==> src/hw/pdmux_params.svh <==
// Constants for the upper port D pin function multiplexer.
// Assumes inclusion by bare name from every file that needs them.
`ifndef PDMUX_PARAMS_SVH
`define PDMUX_PARAMS_SVH
`define PDM_NUM_PINS 9
`define PDM_FIELD_W 2
`define PDM_CTRL_W 16
`define PDM_CTRL_RESET 16'h0000
`define PDM_ADR_BITS 8
`define PDM_OFS_CTRL1 8'h00
`define PDM_OFS_CTRL2 8'h04
`define PDM_OFS_STATUS 8'h08
`define PDM_CODE_GPIO 2'h0
`define PDM_CODE_DATA 2'h1
`define PDM_CODE_ALT 2'h2
`define PDM_CODE_RSVD 2'h3
`define PDM_R1_FIRST_PIN 3
`define PDM_R2_FIRST_LSB 10
`define PDM_FIRST_OUT_ALT 5
`define PDM_SINGLE_ALT_PINS 3
`define PDM_ALT_IDLE 1'b1
`endif

==> src/hw/pdmux_pkg.sv <==
// Types shared by the upper port D pin function multiplexer.
// Assumes nothing of its surroundings.
package pdmux_pkg;
   typedef enum logic [1:0] {FUNC_GPIO, FUNC_DATA, FUNC_ALT} func_e;
   typedef logic [15:0] ctrl_t;
endpackage

==> src/hw/pdmux_pin_cell.sv <==
// One multiplexed pin: picks its function and registers the pin drive.
// Assumes pin and peripheral inputs synchronous to clk_i.
`include "pdmux_params.svh"
module pdmux_pin_cell #(
   parameter bit ALT_IS_OUT = 1'b0,
   parameter bit ALT_SINGLE_OK = 1'b0
) (
   // Clock and reset
   input wire logic clk_i,
   input wire logic rst_i,
   // Selection
   input wire logic [1:0] mode_i,
   input wire logic single_chip_i,
   input wire logic rom_less_32_i,
   // Function sources
   input wire logic gpio_out_i,
   input wire logic gpio_oe_i,
   input wire logic data_out_i,
   input wire logic data_oe_i,
   input wire logic alt_out_i,
   input wire logic pin_i,
   // Results
   output pdmux_pkg::func_e func_o,
   output logic pin_o,
   output logic pin_oe_o,
   output logic gpio_in_o,
   output logic data_in_o,
   output logic alt_in_o
);
   import pdmux_pkg::*;
   logic pin_next, oe_next, gin_next, din_next, ain_next;

   always_comb begin
      if (rom_less_32_i) begin
         func_o = FUNC_DATA;
      end else begin
         case (mode_i)
            `PDM_CODE_DATA: func_o = single_chip_i ? FUNC_GPIO : FUNC_DATA;
            `PDM_CODE_ALT: begin
               func_o = (single_chip_i && !ALT_SINGLE_OK) ? FUNC_GPIO
                                                          : FUNC_ALT;
            end
            default: func_o = FUNC_GPIO;
         endcase
      end
   end

   // Inputs of unselected alternate functions rest at their idle level.
   always_comb begin
      pin_next = gpio_out_i;
      oe_next = gpio_oe_i;
      din_next = 1'b0;
      ain_next = `PDM_ALT_IDLE;
      gin_next = pin_i;
      case (func_o)
         FUNC_DATA: begin
            pin_next = data_out_i;
            oe_next = data_oe_i;
            din_next = pin_i;
         end
         FUNC_ALT: begin
            pin_next = ALT_IS_OUT ? alt_out_i : 1'b0;
            oe_next = ALT_IS_OUT;
            ain_next = ALT_IS_OUT ? `PDM_ALT_IDLE : pin_i;
         end
         default: begin
            pin_next = gpio_out_i;
            oe_next = gpio_oe_i;
         end
      endcase
   end

   always_ff @(posedge clk_i) begin
      if (rst_i) begin
         pin_o <= 1'b0;
         pin_oe_o <= 1'b0;
         gpio_in_o <= 1'b0;
         data_in_o <= 1'b0;
         alt_in_o <= `PDM_ALT_IDLE;
      end else begin
         pin_o <= pin_next;
         pin_oe_o <= oe_next;
         gpio_in_o <= gin_next;
         data_in_o <= din_next;
         alt_in_o <= ain_next;
      end
   end
endmodule

==> src/hw/pdmux_wb_regs.sv <==
// Classic Wishbone slave holding the two function select registers.
// Assumes a master that holds its request until it samples ack.
`include "pdmux_params.svh"
module pdmux_wb_regs #(
   parameter int ADDR_W = 8
) (
   // Clock and reset
   input wire logic clk_i,
   input wire logic rst_i,
   // Wishbone
   input wire logic wb_cyc_i,
   input wire logic wb_stb_i,
   input wire logic wb_we_i,
   input wire logic [ADDR_W-1:0] wb_adr_i,
   input wire logic [3:0] wb_sel_i,
   input wire logic [31:0] wb_dat_i,
   output logic [31:0] wb_dat_o,
   output logic wb_ack_o,
   // Block side
   input wire logic [17:0] stat_i,
   output pdmux_pkg::ctrl_t ctrl1_o,
   output pdmux_pkg::ctrl_t ctrl2_o
);
   import pdmux_pkg::*;
   logic acc, commit, ack_next;
   logic [31:0] dat_next;
   ctrl_t ctrl1_next, ctrl2_next;

   function automatic logic hit(input logic [ADDR_W-1:0] adr,
                                input logic [7:0] ofs);
      hit = (adr == ADDR_W'(ofs));
   endfunction

   function automatic ctrl_t merge(input ctrl_t old,
                                   input logic [31:0] dat,
                                   input logic [3:0] sel);
      merge = old;
      if (sel[0]) merge[7:0] = dat[7:0];
      if (sel[1]) merge[15:8] = dat[15:8];
   endfunction

   // Writes commit on the edge where the master samples ack.
   always_comb begin
      acc = wb_cyc_i && wb_stb_i;
      commit = acc && wb_we_i && wb_ack_o;
      ack_next = acc && !wb_ack_o;
      ctrl1_next = ctrl1_o;
      ctrl2_next = ctrl2_o;
      dat_next = wb_dat_o;
      if (commit && hit(wb_adr_i, `PDM_OFS_CTRL1)) begin
         ctrl1_next = merge(ctrl1_o, wb_dat_i, wb_sel_i);
      end
      if (commit && hit(wb_adr_i, `PDM_OFS_CTRL2)) begin
         ctrl2_next = merge(ctrl2_o, wb_dat_i, wb_sel_i);
      end
      if (ack_next) begin
         dat_next = 32'h0000_0000;
         if (hit(wb_adr_i, `PDM_OFS_CTRL1)) dat_next[15:0] = ctrl1_o;
         if (hit(wb_adr_i, `PDM_OFS_CTRL2)) dat_next[15:0] = ctrl2_o;
         if (hit(wb_adr_i, `PDM_OFS_STATUS)) dat_next[17:0] = stat_i;
      end
   end

   // Only power-on reset reaches rst_i, so other resets keep settings.
   always_ff @(posedge clk_i) begin
      if (rst_i) begin
         ctrl1_o <= `PDM_CTRL_RESET;
         ctrl2_o <= `PDM_CTRL_RESET;
         wb_ack_o <= 1'b0;
         wb_dat_o <= 32'h0000_0000;
      end else begin
         ctrl1_o <= ctrl1_next;
         ctrl2_o <= ctrl2_next;
         wb_ack_o <= ack_next;
         wb_dat_o <= dat_next;
      end
   end
endmodule

==> src/hw/port_d_upper_pin_function_mux.sv <==
// Pin function multiplexer for upper port D bits 29 down to 21.
// Assumes rst_i is the power-on reset and all inputs are synchronous.
//
// Operation
// - Control register 2 is a 16-bit read/write register whose three 2-bit fields sit in bits 15:10, cleared to zero.
// - Bit 29 codes: 00 general I/O, 01 data line 29, 10 area 3 chip select, 11 reserved.
// - Register 1 bits 9:8 select bit 28: I/O, data line 28 or area 2 chip select.
// - Register 1 bits 7:6 select bit 27: I/O, data line 27 or DMA channel 1 acknowledge.
// - Register 1 bits 5:4 select bit 26: I/O, data line 26 or DMA channel 0 acknowledge.
// - Register 1 bits 3:2 select bit 25: I/O, data line 25 or DMA channel 1 request.
// - Register 1 bits 1:0 select bit 24: I/O, data line 24 or DMA channel 0 request.
// - Register 2 bits 15:14 select bit 23: I/O, data line 23 or interrupt input 7.
// - Register 2 bits 13:12 select bit 22: I/O, data line 22 or interrupt input 6.
// - Register 2 bits 11:10 select bit 21, whose alternate is interrupt input 5.
// - In single-chip mode bits 29 to 24 fall back to general I/O for data or alternate codes.
// - With no ROM and a 32-bit area 0 every pin is its data line whatever the field.
// - Both registers clear only on power-on reset and keep their value otherwise.
`include "pdmux_params.svh"
module port_d_upper_pin_function_mux #(
   parameter int ADDR_W = 8
) (
   // Clock and reset
   input wire logic clk_i,
   input wire logic rst_i,
   // Wishbone
   input wire logic wb_cyc_i,
   input wire logic wb_stb_i,
   input wire logic wb_we_i,
   input wire logic [ADDR_W-1:0] wb_adr_i,
   input wire logic [3:0] wb_sel_i,
   input wire logic [31:0] wb_dat_i,
   output logic [31:0] wb_dat_o,
   output logic wb_ack_o,
   // Operating mode
   input wire logic single_chip_i,
   input wire logic rom_less_32_i,
   // General I/O, bit 0 is port bit 21
   input wire logic [8:0] gpio_out_i,
   input wire logic [8:0] gpio_oe_i,
   output logic [8:0] gpio_in_o,
   // External data bus lines 29 down to 21
   input wire logic [8:0] data_out_i,
   input wire logic [8:0] data_oe_i,
   output logic [8:0] data_in_o,
   // Alternate outputs
   input wire logic area3_chip_select_i,
   input wire logic area2_chip_select_i,
   input wire logic dma_ch1_acknowledge_i,
   input wire logic dma_ch0_acknowledge_i,
   // Alternate inputs
   output logic dma_ch1_request_o,
   output logic dma_ch0_request_o,
   output logic ext_interrupt_7_o,
   output logic ext_interrupt_6_o,
   output logic ext_interrupt_5_o,
   // Pins
   input wire logic [8:0] portd_pin_i,
   output logic [8:0] portd_pin_o,
   output logic [8:0] portd_pin_oe_o
);
   import pdmux_pkg::*;

   localparam int NUM_PINS = `PDM_NUM_PINS;

   ctrl_t ctrl1, ctrl2;
   logic [1:0] mode [NUM_PINS];
   func_e func [NUM_PINS];
   logic [NUM_PINS-1:0] func_gpio;
   logic [NUM_PINS-1:0] alt_out, alt_in;
   logic [17:0] stat;
   logic plain;

   if (ADDR_W < `PDM_ADR_BITS) begin : g_chk
      $error("ADDR_W too small for the register map");
   end

   // ----------------------------------------------------------------
   // Register bus
   // ----------------------------------------------------------------
   pdmux_wb_regs #(.ADDR_W(ADDR_W)) u_regs (
      .clk_i(clk_i),
      .rst_i(rst_i),
      .wb_cyc_i(wb_cyc_i),
      .wb_stb_i(wb_stb_i),
      .wb_we_i(wb_we_i),
      .wb_adr_i(wb_adr_i),
      .wb_sel_i(wb_sel_i),
      .wb_dat_i(wb_dat_i),
      .wb_dat_o(wb_dat_o),
      .wb_ack_o(wb_ack_o),
      .stat_i(stat),
      .ctrl1_o(ctrl1),
      .ctrl2_o(ctrl2)
   );

   // ----------------------------------------------------------------
   // Pin cells
   // ----------------------------------------------------------------
   // Chip selects and acknowledges are outputs; requests and interrupts
   // are inputs, and only the interrupts survive single-chip mode.
   assign alt_out = {area3_chip_select_i, area2_chip_select_i,
                     dma_ch1_acknowledge_i,
                     dma_ch0_acknowledge_i, 5'h00};
   assign dma_ch1_request_o = alt_in[4];
   assign dma_ch0_request_o = alt_in[3];
   assign ext_interrupt_7_o = alt_in[2];
   assign ext_interrupt_6_o = alt_in[1];
   assign ext_interrupt_5_o = alt_in[0];

   for (genvar k = 0; k < NUM_PINS; k++) begin : g_pin
      if (k >= `PDM_R1_FIRST_PIN) begin : g_r1
         assign mode[k] = ctrl1[(k - `PDM_R1_FIRST_PIN) * `PDM_FIELD_W
                                +: `PDM_FIELD_W];
      end else begin : g_r2
         assign mode[k] = ctrl2[`PDM_R2_FIRST_LSB + k * `PDM_FIELD_W
                                +: `PDM_FIELD_W];
      end
      pdmux_pin_cell #(
         .ALT_IS_OUT(k >= `PDM_FIRST_OUT_ALT),
         .ALT_SINGLE_OK(k < `PDM_SINGLE_ALT_PINS)
      ) u_cell (
         .clk_i(clk_i),
         .rst_i(rst_i),
         .mode_i(mode[k]),
         .single_chip_i(single_chip_i),
         .rom_less_32_i(rom_less_32_i),
         .gpio_out_i(gpio_out_i[k]),
         .gpio_oe_i(gpio_oe_i[k]),
         .data_out_i(data_out_i[k]),
         .data_oe_i(data_oe_i[k]),
         .alt_out_i(alt_out[k]),
         .pin_i(portd_pin_i[k]),
         .func_o(func[k]),
         .pin_o(portd_pin_o[k]),
         .pin_oe_o(portd_pin_oe_o[k]),
         .gpio_in_o(gpio_in_o[k]),
         .data_in_o(data_in_o[k]),
         .alt_in_o(alt_in[k])
      );
      assign stat[k * `PDM_FIELD_W +: `PDM_FIELD_W] = 2'(func[k]);
      assign func_gpio[k] = (func[k] == FUNC_GPIO);
   end

   assign plain = !single_chip_i && !rom_less_32_i;
endmodule

==> config.mk <==
export PLATFORM = sky130hd
export DESIGN_NAME = port_d_upper_pin_function_mux
export DESIGN_NICKNAME = d
export VERILOG_FILES = /design/src/hw/pdmux_pkg.sv /design/src/hw/pdmux_pin_cell.sv /design/src/hw/pdmux_wb_regs.sv /design/src/hw/port_d_upper_pin_function_mux.sv
export VERILOG_INCLUDE_DIRS = /design/src /design/src/hw
export SDC_FILE = /design/constraint.sdc
export NUM_CORES = 1
export LEC_CHECK = 0
export BUFFER_PORTS_ARGS = -buffer_cell sky130_fd_sc_hd__buf_2
export CAP_MARGIN = 0
export CORE_ASPECT_RATIO = 1.4
export CORE_MARGIN = 3
export CORE_UTILIZATION = 25
export CTS_CLUSTER_SIZE = 40
export DETAILED_ROUTE_END_ITERATION = 6
export HOLD_SLACK_MARGIN = 0.06
export PLACE_DENSITY_LB_ADDON = 0.1
export SYNTH_ARGS = -nofsm -noshare
export SYNTH_HDL_FRONTEND = slang
export SYNTH_SLANG_ARGS = --single-unit
==> constraint.sdc <==
create_clock -name clk_i -period 3.4 [get_ports clk_i]
set_input_delay 0.34 -clock clk_i [delete_from_list [all_inputs] [get_ports clk_i]]
set_output_delay 0.34 -clock clk_i [all_outputs]
set_load 0.05 [all_outputs]
==> summary.md <==
| Metric | Value |
|---|---|
| Status | completed |
| Number of flops mapped to enable cells by yosys | 0 |
| Crit path buf inv count | 1 |
| Hold EP | g_pin[3].u_cell.alt_in_o |
| Initial antenna violation count | 0 |
| CP Launch Type | input port |
| Cts bufs inserted | 9 |
| Area growth from synthesis to layout | 21.2% |
| Lkg Pwr | 2.58 nW |
| Hold slack | 194 ps |
| Crit path max-delay family | simple AND/OR/NAND/NOR gates |
| TritonCTS Sinks | between 90 and 100 |
| Initial core utilization | 25.8% |
| Fin util | 31.3% |
| Critical-path top delay cell | nand4_1 |
| Drt first pass iters | 7 |
| Vias in the first global route | 3396 |
| # fillers | ~1900 |
| Crit-path max FO | 19 |
| Number of H-tree levels | 3 |
| Nets | 738 |
| DIE WIDTH | 120 µm |
| Critical Path RT | 3600 ps |
| Pin count of the biggest net entering global routing | 34 |
| DRT iter0 DRCs | 160 |
| Final slew viol count | 0 |
| Fin crit share | approximately 60% |
| Depth of the most critical reg-to-reg path | 9 |
| Reg2reg start | u_regs.ctrl2_o[14] |
| CTS tree | yes |
| Post-synthesis cell type count | 37 |
| # resized after CTS | 0 |
| Count of final setup violators | 0 |
| # IOs | approximately 170 |
| Std cell rows | 57 |
| Final Hold Viols | 0 |
| Pwr/cell area | 466 mW/mm² |
| Seq cells post-synth | 92 |
| Mean area per synthesized cell | 8.93 µm² |
| Via density | 4.26 |
| Max_cap viols | 0 |
| Share of layout cells above drive strength 1 | 27.4% |
| R2R Setup Slk | about 1500 ps |
| Crit path DAT | between 2000 and 2500 ps |
| PortBufs | 141 |
| HPWL Detailed | 9.82 mm |
| Die Span Y | about 170 µm |
| Global-route wire length before repair | 18.3 mm |
| Crit end category | flip-flop |
| Final instance count without filler cells | around 850 |
| RSZ-0062 raised after global routing | false |
| Synthesized area | 0.00453 mm² |
| Post-CTS setup buffers | 0 |
| Core ar. | 0.0175 mm² |
| Register area share after synthesis | about two fifths |
| Ant. Diodes | 0 |
| Post-Route Skew | 5.50 ps |
| VDD IR max | 0.000228 V |
| Crit-path max cell delay | 590 ps |
| Area after DPL | 0.00514 mm² |
| Inst Count DP | 831 |
| WL/cell | 14.4 µm |
| Hold path cells | 3 |
| Reg2Reg Capture Point | g_pin[2].u_cell.pin_o |
| Final GP Congestion | 0.756 |
| Cell area after layout | 0.00548 mm² |
| Detailed-route via count | 3601 |
| Clock tree buffer depth | 2 |
| Total congestion overflow | 0 |
| CTS clock-pin slew for the worst setup and hold paths | 70 ps |
| HP Class | in2reg |
| DIE AREA | between 0.015 and 0.02 mm² |
| Hold Buf Count CTS | 0 |
| Clock Latency Late Sink | 340 ps |
| Ys async rst share | 0% |
| DP Worst Slack | 1060 ps |
| Fmax | 0.498 GHz |
| Critical-path cell list | buf_2 -> nor4b_1 -> nand4_1 -> nand3b_1 -> o21ai_0 |
| Hold path startpoint | portd_pin_i[3] |
| # DRC | 0 |
| Min Clock Period, post-route | 2010 ps |
| Worst-Margin Slew | roughly 900 ps |
| ANT nets after route | 0 |
| Slew HR | between 40% and 50% |
| Overall Power | 2.56 mW |
| Yosys warns | 0 |
| Final setup margin | 1390 ps |
| Total GRT Usage | 12.1% |
| Setup Crit Path Kind | in2reg |
| Clk root buf | clkbuf_16 |
| Synth Flop Type | dfxtp_1 |
| Routed WL | 12.2 mm |
| Post-route setup TNS | 0 ps |
| Post-Synthesis Cells | 507 |
==> tightest hold or removal path: stages <==
cell and delay (ps):
buf_2 90, nor2_1 30, nand2_1 50
==> area by class of cell <==
type / count / area, µm² / share of cell area [%]
clock buffers: 10 / 239 / 4.36
clock inverters: 4 / 98.8 / 1.80
inverters: 34 / 128 / 2.33
multi-input cells: 322 / 2130 / 38.8
flip-flops and latches: 92 / 1840 / 33.6
well taps: 236 / 295 / 5.39
repair buffers: 147 / 751 / 13.7
==> report_power, final <==
part	total (mW)	leakage, nW	switching [mW]	internal, mW
clock network	1.15	0.165	0.418	0.732
registers	1.10	0.749	0.00466	1.10
logic	0.302	1.66	0.212	0.0906
==> cell usage in the layout (no fill, tap or decap), types with 13 or more instances in the layout <==
| cell type | synthesis | routed |
|---|---|---|
| dfxtp_1 | 92 | 92 |
| mux2i_1 | 24 | 24 |
| conb_1 | 1 | 14 |
| nand2b_1 | 16 | 16 |
| o21ai_0 | 22 | 22 |
| nor2_1 | 56 | 56 |
| a22o_1 | 13 | 13 |
| inv_1 | 34 | 34 |
| buf_2 | 2 | 141 |
| nand3b_1 | 31 | 31 |
| a21oi_1 | 31 | 31 |
| o22ai_1 | 15 | 15 |
| ha_1 | 32 | 32 |
| nand2_1 | 21 | 21 |
==> worst max path at each step <==
| stage | from | cells after the start | slack [ps] | endpoint |
|---|---|---|---|---|
| final | wb_adr_i[2] | 5 | 1390 | u_regs.ctrl2_o[0] |
| after global routing | wb_adr_i[2] | 5 | 1140 | u_regs.ctrl2_o[5] |
| after floorplan | u_regs.wb_ack_o | 4 | 1640 | u_regs.ctrl1_o[10] |
| after detailed placement | wb_adr_i[2] | 5 | 1060 | u_regs.ctrl2_o[5] |
| after global placement | wb_adr_i[2] | 5 | 1140 | u_regs.ctrl2_o[6] |
| after CTS | wb_adr_i[2] | 5 | 1420 | u_regs.ctrl2_o[3] |
==> Yosys cell counts (2+ instances only) <==
| master | instances | area, µm² |
|---|---|---|
| or3b_2 | 2 | 17.5 |
| buf_6 | 2 | 22.5 |
| dfxtp_1 | 92 | 1840 |
| and4_1 | 2 | 17.5 |
| inv_1 | 34 | 128 |
| mux2i_1 | 24 | 240 |
| nor2_1 | 56 | 210 |
| nor4_1 | 2 | 12.5 |
| buf_4 | 50 | 375 |
| o31ai_1 | 2 | 15.0 |
| and2_1 | 9 | 56.3 |
| o21ai_0 | 22 | 110 |
| a22o_1 | 13 | 114 |
| o31a_1 | 3 | 26.3 |
| nand4_1 | 3 | 18.8 |
| buf_2 | 2 | 10.0 |
| nor2b_1 | 9 | 56.3 |
| buf_1 | 2 | 7.51 |
| nand2_1 | 21 | 78.8 |
| a22oi_1 | 4 | 30.0 |
| clkbuf_1 | 16 | 60.1 |
| nand3b_1 | 31 | 233 |
| ha_1 | 32 | 400 |
| a21oi_1 | 31 | 155 |
| o22ai_1 | 15 | 93.8 |
| nand3_1 | 2 | 10.0 |
| nand2b_1 | 16 | 100 |
==> state kept, by name, indices dropped and copies added, names as in the netlist, 5 cells and up <==
| name | cells |
|---|---|
| g_pin.u_cell.alt_in_o | 5 |
| g_pin.u_cell.data_in_o | 9 |
| g_pin.u_cell.gpio_in_o | 9 |
| g_pin.u_cell.pin_o | 9 |
| g_pin.u_cell.pin_oe_o | 9 |
| u_regs.ctrl1_o | 16 |
| u_regs.ctrl2_o | 16 |
| u_regs.wb_dat_o | 18 |
==> metal layers <==
layer	part of all wire [%]	global-route usage, %	vias up
met5	0	0	-
met4	1.3	4.06	0
met3	5.2	2.79	8
met2	51	21.5	118
met1	43	14.3	1629
li1	-	-	1846
==> cells by family after synthesis <==
group	share of synthesized area, %
mux	5.31
buf+inv	13.3
simple gates	19.1
other cells	0.0829
flops	40.7
compound gates	12.6
fa+ha+maj	8.85
No activity file was read; power rests on OpenSTA's default activity.
